$ cat src/core/bel_pkg.sv
package bel_pkg;

    localparam int          BEL_AW          = 12;
    localparam int          BEL_LANES       = 4;
    localparam int          BEL_SW          = 7;

    localparam logic [11:0] BEL_OFF_SYN0    = 12'h600;
    localparam logic [11:0] BEL_OFF_SYN1    = 12'h640;
    localparam logic [11:0] BEL_OFF_SYN2    = 12'h680;
    localparam logic [11:0] BEL_OFF_SYN3    = 12'h6c0;
    localparam logic [11:0] BEL_OFF_LOG_LO  = 12'h700;
    localparam logic [11:0] BEL_OFF_LOG_HI  = 12'h740;
    localparam logic [11:0] BEL_OFF_FLAGS   = 12'h780;

    localparam logic [6:0]  BEL_SYN_RST     = 7'h00;
    localparam logic [31:0] BEL_LOG_RST     = 32'h0000_0000;
    localparam logic [7:0]  BEL_FLAGS_RST   = 8'h00;
    localparam logic [1:0]  BEL_BEAT_RST    = 2'h0;
    localparam logic [1:0]  BEL_BEAT_LAST   = 2'h3;

    // bus error flag positions
    localparam int          BEL_F_CE        = 0;
    localparam int          BEL_F_UCE       = 1;
    localparam int          BEL_F_CE2       = 2;
    localparam int          BEL_F_UNCORRECTABLE_REPEAT_FLAG      = 3;
    localparam int          BEL_F_CPAR      = 4;
    localparam int          BEL_F_CSRPAR    = 5;
    localparam int          BEL_F_NXM       = 6;
    localparam int          BEL_F_ARBDROP   = 7;

    // syndrome of a single error in data bit i, entry i
    localparam logic [31:0][6:0] BEL_SYN_TBL = {
        7'h75, 7'h70, 7'h6d, 7'h6b, 7'h68, 7'h67, 7'h64, 7'h62,
        7'h1c, 7'h1a, 7'h19, 7'h16, 7'h15, 7'h13, 7'h0b, 7'h0e,
        7'h34, 7'h31, 7'h2c, 7'h2a, 7'h29, 7'h26, 7'h25, 7'h23,
        7'h5d, 7'h5b, 7'h58, 7'h57, 7'h54, 7'h52, 7'h4a, 7'h4f
    };

    typedef enum logic [2:0] {
        BEL_CMD_READ     = 3'b000,
        BEL_CMD_WRITE    = 3'b001,
        BEL_CMD_RSVD2    = 3'b010,
        BEL_CMD_VICTIM   = 3'b011,
        BEL_CMD_CSR_RD   = 3'b100,
        BEL_CMD_CSR_WR   = 3'b101,
        BEL_CMD_RSVD6    = 3'b110,
        BEL_CMD_PRIVATE  = 3'b111
    } bel_cmd_t;

    typedef struct packed {
        logic         cmd_cycle;
        logic         data_cycle;
        logic [127:0] data;
        logic [27:0]  ecc;
        logic [3:0]   req;
        logic         dirty;
        logic         shared;
        logic         confirm;
    } bel_bus_t;

    typedef struct packed {
        logic cmd_parity;
        logic csr_parity;
        logic nxm;
        logic arb_drop;
    } bel_err_t;

endpackage : bel_pkg
$ cat src/core/bel_logger.sv
// The implementer's own choice: the APB slave port.
`timescale 1ns/10ps

// What this block does
// RL1 - syndrome is regenerated check code xor received check field
// RL2 - syndrome registers capture only on first ecc error, then hold
// RL3 - later ecc errors set repeat flags until software clears them
// RL4 - syndrome 0 from data 31:0 and check 6:0, upper bits zero
// RL5 - syndrome 1 from data 63:32/check 13:7, syndrome 2 third word/check 20:14
// RL6 - syndrome 3 from data 127:96 and check 27:21
// RL7 - zero syndrome means the longword has no ecc error
// RL8 - single data bit errors map to the fixed syndrome table
// RL9 - single check bit n error gives syndrome with only bit n
// RL10 - any other nonzero syndrome is an uncorrectable double error
// RL11 - on error latch that command cycle into the command log
// RL12 - log low word holds data 31:0 of the command cycle
// RL13 - log high bits 19:18 give failing data beat 0 to 3
// RL14 - bits 17 and 16 record dirty and shared for the command
// RL15 - bit 15 records confirmation; bits 31:20 and 14:11 read zero
// RL16 - bits 10:7 hold requester identity of the command
// RL17 - bit 6 holds command parity line 38
// RL18 - bits 5:3 hold command code lines 37:35
// RL19 - bits 2:0 hold upper command/address lines 34:32
// RL20 - log locks on ecc, parity, nonexistent address, arbitration drop
// RL21 - locked log holds until software clears the causing flags
module bel_logger
    import bel_pkg::*;
(
    input  wire logic              pclk,
    input  wire logic              presetn,
    input  wire logic              psel,
    input  wire logic              penable,
    input  wire logic              pwrite,
    input  wire logic [BEL_AW-1:0] paddr,
    input  wire logic [31:0]       pwdata,
    input  wire bel_bus_t          bus_in,
    input  wire bel_err_t          err_in,
    output      logic [31:0]       prdata,
    output      logic              pready,
    output      logic              pslverr
);

    // regenerated check code of one longword
    function automatic logic [6:0] bel_check(input logic [31:0] d);
        logic [6:0] c;
        c = 7'h00;
        for (int i = 0; i < 32; i++) begin
            if (d[i]) begin
                c = c ^ BEL_SYN_TBL[i]; // [RL8]
            end
        end
        return c;
    endfunction : bel_check

    // true when syndrome names exactly one failing bit
    function automatic logic bel_single(input logic [6:0] s);
        logic hit;
        hit = $onehot(s); // [RL9]
        for (int i = 0; i < 32; i++) begin
            if (s == BEL_SYN_TBL[i]) begin
                hit = 1'b1; // [RL8]
            end
        end
        return hit;
    endfunction : bel_single

    function automatic logic bel_mapped(input logic [BEL_AW-1:0] a);
        return (a == BEL_OFF_SYN0)   || (a == BEL_OFF_SYN1)
            || (a == BEL_OFF_SYN2)   || (a == BEL_OFF_SYN3)
            || (a == BEL_OFF_LOG_LO) || (a == BEL_OFF_LOG_HI)
            || (a == BEL_OFF_FLAGS);
    endfunction : bel_mapped

    logic [BEL_LANES-1:0][6:0] synd;
    logic [BEL_LANES-1:0]      lane_err;
    logic [BEL_LANES-1:0]      lane_dbl;
    logic [BEL_LANES-1:0][6:0] syn_reg;
    logic [7:0]                flags_reg;
    logic [7:0]                flags_next;
    logic [7:0]                flags_set;
    logic [7:0]                flags_clr;
    logic                      lock_reg;
    logic                      lock_next;
    logic [31:0]               log_lo_reg;
    logic [31:0]               log_hi_reg;
    logic [38:0]               cmd_hold_reg;
    logic [3:0]                req_hold_reg;
    logic                      dirty_hold_reg;
    logic                      shared_hold_reg;
    logic                      confirm_hold_reg;
    logic [1:0]                beat_reg;
    logic                      ecc_event;
    logic                      uce_event;
    logic                      ce_event;
    logic                      first_busy;
    logic                      other_event;
    logic                      lock_cause;
    logic [38:0]               log_cmd;
    logic [3:0]                log_req;
    logic                      log_dirty;
    logic                      log_shared;
    logic                      log_confirm;
    logic [1:0]                log_beat;
    logic                      syn_take;
    logic                      log_take;
    logic                      apb_take;
    logic                      apb_done;
    logic [31:0]               rd_mux;

    // per-lane syndrome and classification
    for (genvar g = 0; g < BEL_LANES; g++) begin : g_lane
        assign synd[g] = bel_check(bus_in.data[g*32 +: 32])
                       ^ bus_in.ecc[g*BEL_SW +: BEL_SW];  // [RL1] [RL4] [RL5] [RL6]
        assign lane_err[g] = (synd[g] != 7'h00);          // [RL7]
        assign lane_dbl[g] = lane_err[g] && !bel_single(synd[g]); // [RL10]
    end

    // only data beats carry check bits; command cycles are never ecc checked
    // a double error in any lane makes the whole beat uncorrectable
    assign ecc_event  = bus_in.data_cycle && (|lane_err);
    assign uce_event  = ecc_event && (|lane_dbl);
    assign ce_event   = ecc_event && !uce_event;
    assign first_busy = flags_reg[BEL_F_CE] || flags_reg[BEL_F_UCE];

    assign other_event = err_in.cmd_parity || err_in.csr_parity
                      || err_in.nxm || err_in.arb_drop;
    assign lock_cause  = ecc_event || other_event; // [RL20]

    // flag set and clear; a set in the clear cycle wins
    always_comb begin
        flags_set                = 8'h00;
        flags_set[BEL_F_CE]      = ce_event  && !first_busy;
        flags_set[BEL_F_UCE]     = uce_event && !first_busy;
        flags_set[BEL_F_CE2]     = ce_event  && first_busy;  // [RL3]
        flags_set[BEL_F_UNCORRECTABLE_REPEAT_FLAG]    = uce_event && first_busy;  // [RL3]
        flags_set[BEL_F_CPAR]    = err_in.cmd_parity;
        flags_set[BEL_F_CSRPAR]  = err_in.csr_parity;
        flags_set[BEL_F_NXM]     = err_in.nxm;
        flags_set[BEL_F_ARBDROP] = err_in.arb_drop;
    end

    assign apb_done  = psel && penable && pready;
    assign flags_clr = (apb_done && pwrite && (paddr == BEL_OFF_FLAGS))
                     ? pwdata[7:0] : 8'h00;
    assign flags_next = (flags_reg & ~flags_clr) | flags_set; // [RL3]

    always_ff @(posedge pclk or negedge presetn) begin
        if (!presetn) begin
            flags_reg <= BEL_FLAGS_RST;
        end else begin
            flags_reg <= flags_next;
        end
    end

    // syndromes freeze while a first-error flag stands
    assign syn_take = ecc_event && !first_busy;

    for (genvar g = 0; g < BEL_LANES; g++) begin : g_syn
        always_ff @(posedge pclk or negedge presetn) begin
            if (!presetn) begin
                syn_reg[g] <= BEL_SYN_RST;
            end else if (syn_take) begin
                syn_reg[g] <= synd[g]; // [RL2]
            end
        end
    end

    // data beat counter, restarted by each command cycle
    always_ff @(posedge pclk or negedge presetn) begin
        if (!presetn) begin
            beat_reg <= BEL_BEAT_RST;
        end else if (bus_in.cmd_cycle) begin
            beat_reg <= BEL_BEAT_RST;
        end else if (bus_in.data_cycle && (beat_reg != BEL_BEAT_LAST)) begin
            beat_reg <= beat_reg + 2'h1;
        end
    end

    // command fields of the current command cycle
    always_ff @(posedge pclk or negedge presetn) begin
        if (!presetn) begin
            cmd_hold_reg <= 39'h0;
            req_hold_reg <= 4'h0;
        end else if (bus_in.cmd_cycle) begin
            cmd_hold_reg <= bus_in.data[38:0];
            req_hold_reg <= bus_in.req;
        end
    end

    // dirty line seen since the command cycle
    always_ff @(posedge pclk or negedge presetn) begin
        if (!presetn) begin
            dirty_hold_reg <= 1'b0;
        end else if (bus_in.cmd_cycle) begin
            dirty_hold_reg <= bus_in.dirty;
        end else begin
            dirty_hold_reg <= dirty_hold_reg || bus_in.dirty;
        end
    end

    // shared line seen since the command cycle
    always_ff @(posedge pclk or negedge presetn) begin
        if (!presetn) begin
            shared_hold_reg <= 1'b0;
        end else if (bus_in.cmd_cycle) begin
            shared_hold_reg <= bus_in.shared;
        end else begin
            shared_hold_reg <= shared_hold_reg || bus_in.shared;
        end
    end

    // confirmation seen since the command cycle
    always_ff @(posedge pclk or negedge presetn) begin
        if (!presetn) begin
            confirm_hold_reg <= 1'b0;
        end else if (bus_in.cmd_cycle) begin
            confirm_hold_reg <= bus_in.confirm;
        end else begin
            confirm_hold_reg <= confirm_hold_reg || bus_in.confirm;
        end
    end

    // an error in the command cycle itself logs that cycle
    always_comb begin
        if (bus_in.cmd_cycle) begin
            log_cmd     = bus_in.data[38:0];
            log_req     = bus_in.req;
            log_dirty   = bus_in.dirty;
            log_shared  = bus_in.shared;
            log_confirm = bus_in.confirm;
        end else begin
            log_cmd     = cmd_hold_reg;
            log_req     = req_hold_reg;
            log_dirty   = dirty_hold_reg  || bus_in.dirty;
            log_shared  = shared_hold_reg || bus_in.shared;
            log_confirm = confirm_hold_reg || bus_in.confirm;
        end
        log_beat = (ecc_event && !bus_in.cmd_cycle) ? beat_reg : BEL_BEAT_RST;
    end

    // lock falls only once every causing flag is cleared
    always_comb begin
        lock_next = lock_reg;
        if (!lock_reg && lock_cause) begin
            lock_next = 1'b1; // [RL20]
        end else if (lock_reg && (flags_next == 8'h00)) begin
            lock_next = 1'b0; // [RL21]
        end
    end

    always_ff @(posedge pclk or negedge presetn) begin
        if (!presetn) begin
            lock_reg <= 1'b0;
        end else begin
            lock_reg <= lock_next;
        end
    end

    // a locked log ignores every later error
    assign log_take = !lock_reg && lock_cause; // [RL11] [RL21]

    always_ff @(posedge pclk or negedge presetn) begin
        if (!presetn) begin
            log_lo_reg <= BEL_LOG_RST;
        end else if (log_take) begin
            log_lo_reg <= log_cmd[31:0];            // [RL12]
        end
    end

    always_ff @(posedge pclk or negedge presetn) begin
        if (!presetn) begin
            log_hi_reg <= BEL_LOG_RST;
        end else if (log_take) begin
            log_hi_reg <= {12'h000,                 // [RL15]
                           log_beat,                // [RL13]
                           log_dirty,               // [RL14]
                           log_shared,              // [RL14]
                           log_confirm,             // [RL15]
                           4'h0,
                           log_req,                 // [RL16]
                           log_cmd[38],             // [RL17]
                           log_cmd[37:35],          // [RL18]
                           log_cmd[34:32]};         // [RL19]
        end
    end

    // read mux, reserved bits zero
    always_comb begin
        rd_mux = 32'h0000_0000;
        case (paddr)
            BEL_OFF_SYN0:   rd_mux = {25'h0, syn_reg[0]}; // [RL4]
            BEL_OFF_SYN1:   rd_mux = {25'h0, syn_reg[1]};
            BEL_OFF_SYN2:   rd_mux = {25'h0, syn_reg[2]};
            BEL_OFF_SYN3:   rd_mux = {25'h0, syn_reg[3]};
            BEL_OFF_LOG_LO: rd_mux = log_lo_reg;
            BEL_OFF_LOG_HI: rd_mux = log_hi_reg;
            BEL_OFF_FLAGS:  rd_mux = {23'h0, lock_reg, flags_reg};
            default:        rd_mux = 32'h0000_0000;
        endcase
    end

    // one wait state, then a one-cycle registered answer
    assign apb_take = psel && penable && !pready;

    always_ff @(posedge pclk or negedge presetn) begin
        if (!presetn) begin
            pready <= 1'b0;
        end else begin
            pready <= apb_take;
        end
    end

    // read data only in the answer cycle, zero otherwise
    always_ff @(posedge pclk or negedge presetn) begin
        if (!presetn) begin
            prdata <= 32'h0000_0000;
        end else if (apb_take && !pwrite) begin
            prdata <= rd_mux;
        end else begin
            prdata <= 32'h0000_0000;
        end
    end

    // unmapped offsets answer with a slave error
    always_ff @(posedge pclk or negedge presetn) begin
        if (!presetn) begin
            pslverr <= 1'b0;
        end else begin
            pslverr <= apb_take && !bel_mapped(paddr);
        end
    end

endmodule : bel_logger

$ cat config.mk
export PLATFORM = sky130hd
export DESIGN_NAME = bel_logger
export DESIGN_NICKNAME = d
export VERILOG_FILES = /design/src/core/bel_pkg.sv /design/src/core/bel_logger.sv
export SDC_FILE = /design/constraint.sdc
export NUM_CORES = 1
export LEC_CHECK = 0
export BUFFER_PORTS_ARGS = -buffer_cell sky130_fd_sc_hd__buf_2
export CAP_MARGIN = 20
export CORE_MARGIN = 5
export CORE_UTILIZATION = 50
export CTS_BUF_LIST = sky130_fd_sc_hd__clkbuf_8
export CTS_CLUSTER_DIAMETER = 60
export DETAILED_ROUTE_END_ITERATION = 6
export MAX_ROUTING_LAYER = met4
export PLACE_DENSITY_LB_ADDON = 0.25
export RECOVER_POWER = 25
export SLEW_MARGIN = 5
export SYNTH_ARGS = -nofsm -noshare
export SYNTH_HDL_FRONTEND = slang
export SYNTH_SLANG_ARGS = --single-unit
$ cat constraint.sdc
create_clock -name pclk -period 2.1 [get_ports pclk]
set_input_delay 0.315 -clock pclk [delete_from_list [all_inputs] [get_ports pclk]]
set_output_delay 0.315 -clock pclk [all_outputs]
set_load 0.05 [all_outputs]
==> flow_results.org <==
** Hold path
- Worst Min Path Start :: bus_in[1]
- The min-delay analysis places its worst path in the category in -> reg.
- The path with the worst hold slack has its endpoint at shared_hold_reg$_DFF_PN0_.
- Worst Hold Depth :: 2

** Placement
- Global placer's final weighted congestion :: 0.968
- Placed insts :: 1,593
- Standard cell area after detailed placement :: 14,100 um2
- # port buffers :: 227
- Timing analysis after detailed placement gives a worst setup slack of -2.36 ns.
- The HPWL after detailed placement is 22.3 mm.

** Synth
- When the netlist entered floorplanning its net count stood at 1,133.
- Synth Instances :: 882
- Dominant synthesized flop cell :: sky130_fd_sc_hd__dfrtp_1
- Counting flops with an async set or reset pin after synthesis yields a share of 100%.
- Counting distinct cell types in the post-synthesis netlist gives 60.
- During synthesis, Yosys emitted a total of 0 warnings.
- Top cell type's share of synthesized area :: 38.8%
- Most area-consuming cells after synthesis :: sky130_fd_sc_hd__dfrtp_1 (39%), sky130_fd_sc_hd__xnor2_1 (14%), sky130_fd_sc_hd__mux2_2 (10%), sky130_fd_sc_hd__xnor3_1 (9.0%), sky130_fd_sc_hd__xor2_1 (3.3%)
- By instance count, the leading cell after synthesis is sky130_fd_sc_hd__xnor2_1.
- Netlist Area Pre-Place :: 10,800 um2
- Sorting the synthesized cells by how often they occur yields sky130_fd_sc_hd__xnor2_1 (174), sky130_fd_sc_hd__dfrtp_1 (167), sky130_fd_sc_hd__mux2_2 (97).
- Number of enable flip-flop cells after synthesis :: 0
- The synthesized design spends more area on one cell type than any other, namely sky130_fd_sc_hd__dfrtp_1.
- Syn avg cell area :: 12.2 um2
- Synthesis inferred 167 register bits.
- Seq/Total Area, Yosys :: 38.8%

** Cells and area
- Area of combinational cells with multiple inputs :: 7100 um2
- Finished Core Util :: 74.5%
- For this run, the post-layout net count is 1,623.
- Number of flip-flops under the largest register name :: 39
- After routing the design area is 15,700 um2.
- # fillers :: 1,379
- The count of cells in the finished layout, fillers not included, comes to 1,660.
- In the final layout, the share of cells above drive strength 1 is 53.2%.
- Post-synthesis to final-layout area growth :: 45.8%
- Summing all flip-flop and latch instances after layout gives 4180 um2.

** Worst setup path
- STA puts the critical path data required time at 2.44 ns.
- Worst Reg2Reg Path Length in Cells :: 8
- CP Capture Type :: flop
- WP data arrival :: 4.32 ns
- The worst setup path is launched from an input pin.
- WS Path Type :: in -> reg
- In this run the register-to-register setup slack is 0.21 ns.
- CP max FO :: 2
- The worst register-to-register path begins at pready$_DFF_PN0_.
- In this run the critical register-to-register path is captured at lock_reg$_DFFE_PN0P_.

** Route
- Routed len/inst :: 19.1 um
- Via density per instance :: 5.30
- Total iterations of the first detailed-routing run :: 6
- For this run, design rule violations remaining after detail routing come to 0.
- The first routing iteration left 561 violations.
- For this block, the via count after detailed routing is 8,790.
- Summed over all layers, the routed wires come to 31.7 mm.
- Final ANT Viol Nets :: 0

** Floorplanning
- Measured along the y axis, the die boundary spans 157 um.
- The floorplan has 53 rows.
- I/O pins :: 252
- Die ar. :: 24,600 um2
- Measured along the x axis, the die boundary spans 157 um.
- The initial utilization of the core area, before any placement, comes to 51.1%.
- Area of the placeable core :: 21,100 um2

** CTS
- Clock sink count :: 167
- For the worst-skew pair, the clock arrives at the later sink with an insertion delay of 0.46 ns.
- CTS tree :: built
- Root Driver :: sky130_fd_sc_hd__clkbuf_8
- Counting the buffers created by CTS gives 17.
- Htree depth :: 4
- Clock input transition at the sequential cells of the worst setup and hold paths :: 0.08 ns
- CTS max path bufs :: 2

** Timing
- Final-report max-slew violation count :: 0
- The routed design could run at a clock period as short as 3.98 ns.
- Setup total negative slack on the finished layout was measured at -101.97 ns.
- Share of the cycle needed by the critical path after routing :: 190%
- Timing would allow up to 251 MHz.
- The tightest hold path in the finished design has a slack of 0.0463 ns.
- Worst Slack Setup Final :: -1.88 ns
- Setup violations remaining at the end of the flow were counted as 81.
- Transition at the pin with the smallest max-transition slack :: 1.32 ns
- Across the routed clock network, the largest skew measured is 0.0118 ns.
- RSZ-0062 raised after global routing :: yes
- Relative slew slack :: 12.0%
- The count of final hold-check violations is 0.

** Global route
- Initial antenna violation count :: 0
- After global routing the overflow that remains totals 0.
- Via count of the first global-routing pass :: 9,214
- Pin count of the biggest net entering global routing :: 57
- Global-route wire length before repair :: 46.9 mm
- All-Layer GR Usage :: 25.1%

** Power
- Leakage :: 7.69 nW
- Peak supply drop :: 1.01 mV
- Summing internal, switching and leakage power gives 20.5 mW.
- Power per cell area :: 1310 nW/um2

** Outcome
- The run finished, with violations left.
- Violations in the final reports :: negative setup slack

** Run
- Number of violations of the max-capacitance limit :: 0
kinds of logic after synthesis:
kind of cell	Yosys count	share of synthesized area, %
XOR/XNOR	265	28.0
flip-flops	167	38.8
AND/OR/NAND/NOR	143	6.74
multiplexers	119	12.3
AO/OA/AOI/OAI	100	6.68
buffers and inverters	55	2.51
adder cells (fa/ha/maj)	33	4.95
placed cells by master, fill, tap and decap left out, drive strengths merged, types with 3 or more instances in the layout:
cell    count
buf       490
xnor2     174
dfrtp     167
mux2      101
nand2      46
xnor3      45
xor2       41
inv        33
o21ai      31
nor2       23
a22oi      22
clkbuf     22
mux2i      18
and3       18
ha         17
fa         16
nor3       10
nand3       9
a31oi       8
a21o        8
a222oi      8
nand2b      6
nor4        6
or2         6
xor3        5
clkinv      5
nand3b      4
bufinv      4
a21oi       4
o211ai      3
or3         3
power breakdown:
part	switching, mW	internal [mW]
clock	1.19	1.32
sequential	0.509	3.84
combinational	6.50	7.18
total	8.20	12.3
layer usage:
layer / GRT usage, % / wire length, um / share of wire (%) / vias up
met5: - / 0 / 0 / -
met4: 7.77 / 886 / 2.8 / 0
met3: 3.71 / 1620 / 5.1 / 70
met2: 42.7 / 16800 / 53 / 314
met1: 31.1 / 12300 / 39 / 4360
li1: - / - / - / 4046
final cells by class:
class	instances	share of cell area [%]
diodes	1	0.0159
clock buffers	18	1.58
clock inverters	13	1.15
inverters	31	0.757
multi-input cells	660	45.2
flip-flops and latches	167	26.6
well taps	275	2.19
repair buffers	495	22.5
worst max path at each step:
| stage | start | to | cells after the start |
|---|---|---|---|
| CTS | bus_in[64] | flags_reg[3]$_DFF_PN0_ | 17 |
| global route | bus_in[52] | flags_reg[3]$_DFF_PN0_ | 18 |
| global placement | bus_in[51] | flags_reg[3]$_DFF_PN0_ | 16 |
| floorplan | bus_in[116] | flags_reg[3]$_DFF_PN0_ | 16 |
| finish | bus_in[53] | flags_reg[3]$_DFF_PN0_ | 18 |
| detailed placement | bus_in[35] | flags_reg[3]$_DFF_PN0_ | 17 |
worst max-delay path: stages:
cell and delay, ns:
sky130_fd_sc_hd__buf_2 0.12, sky130_fd_sc_hd__xnor2_2 0.22, sky130_fd_sc_hd__xnor2_1 0.19, sky130_fd_sc_hd__xnor2_1 0.12
sky130_fd_sc_hd__buf_4 0.16, sky130_fd_sc_hd__xnor2_2 0.21, sky130_fd_sc_hd__xnor2_2 0.16, sky130_fd_sc_hd__fa_1 0.49
sky130_fd_sc_hd__fa_1 0.56, sky130_fd_sc_hd__inv_2 0.05, sky130_fd_sc_hd__fa_2 0.33, sky130_fd_sc_hd__inv_2 0.06
sky130_fd_sc_hd__fa_1 0.42, sky130_fd_sc_hd__o311ai_2 0.27, sky130_fd_sc_hd__buf_4 0.17, sky130_fd_sc_hd__o32a_1 0.19
sky130_fd_sc_hd__and3_4 0.20, sky130_fd_sc_hd__o21ai_2 0.07
timing repair:
item,CTS,global route
hold buffers,1,0
endpoints found under the setup margin,81,81
pin swaps,32,32
hold endpoints to repair,27,0
gates resized for setup,68,107
buffers inserted,21,10
cloned,7,2
(Power assumes the default switching activity.)
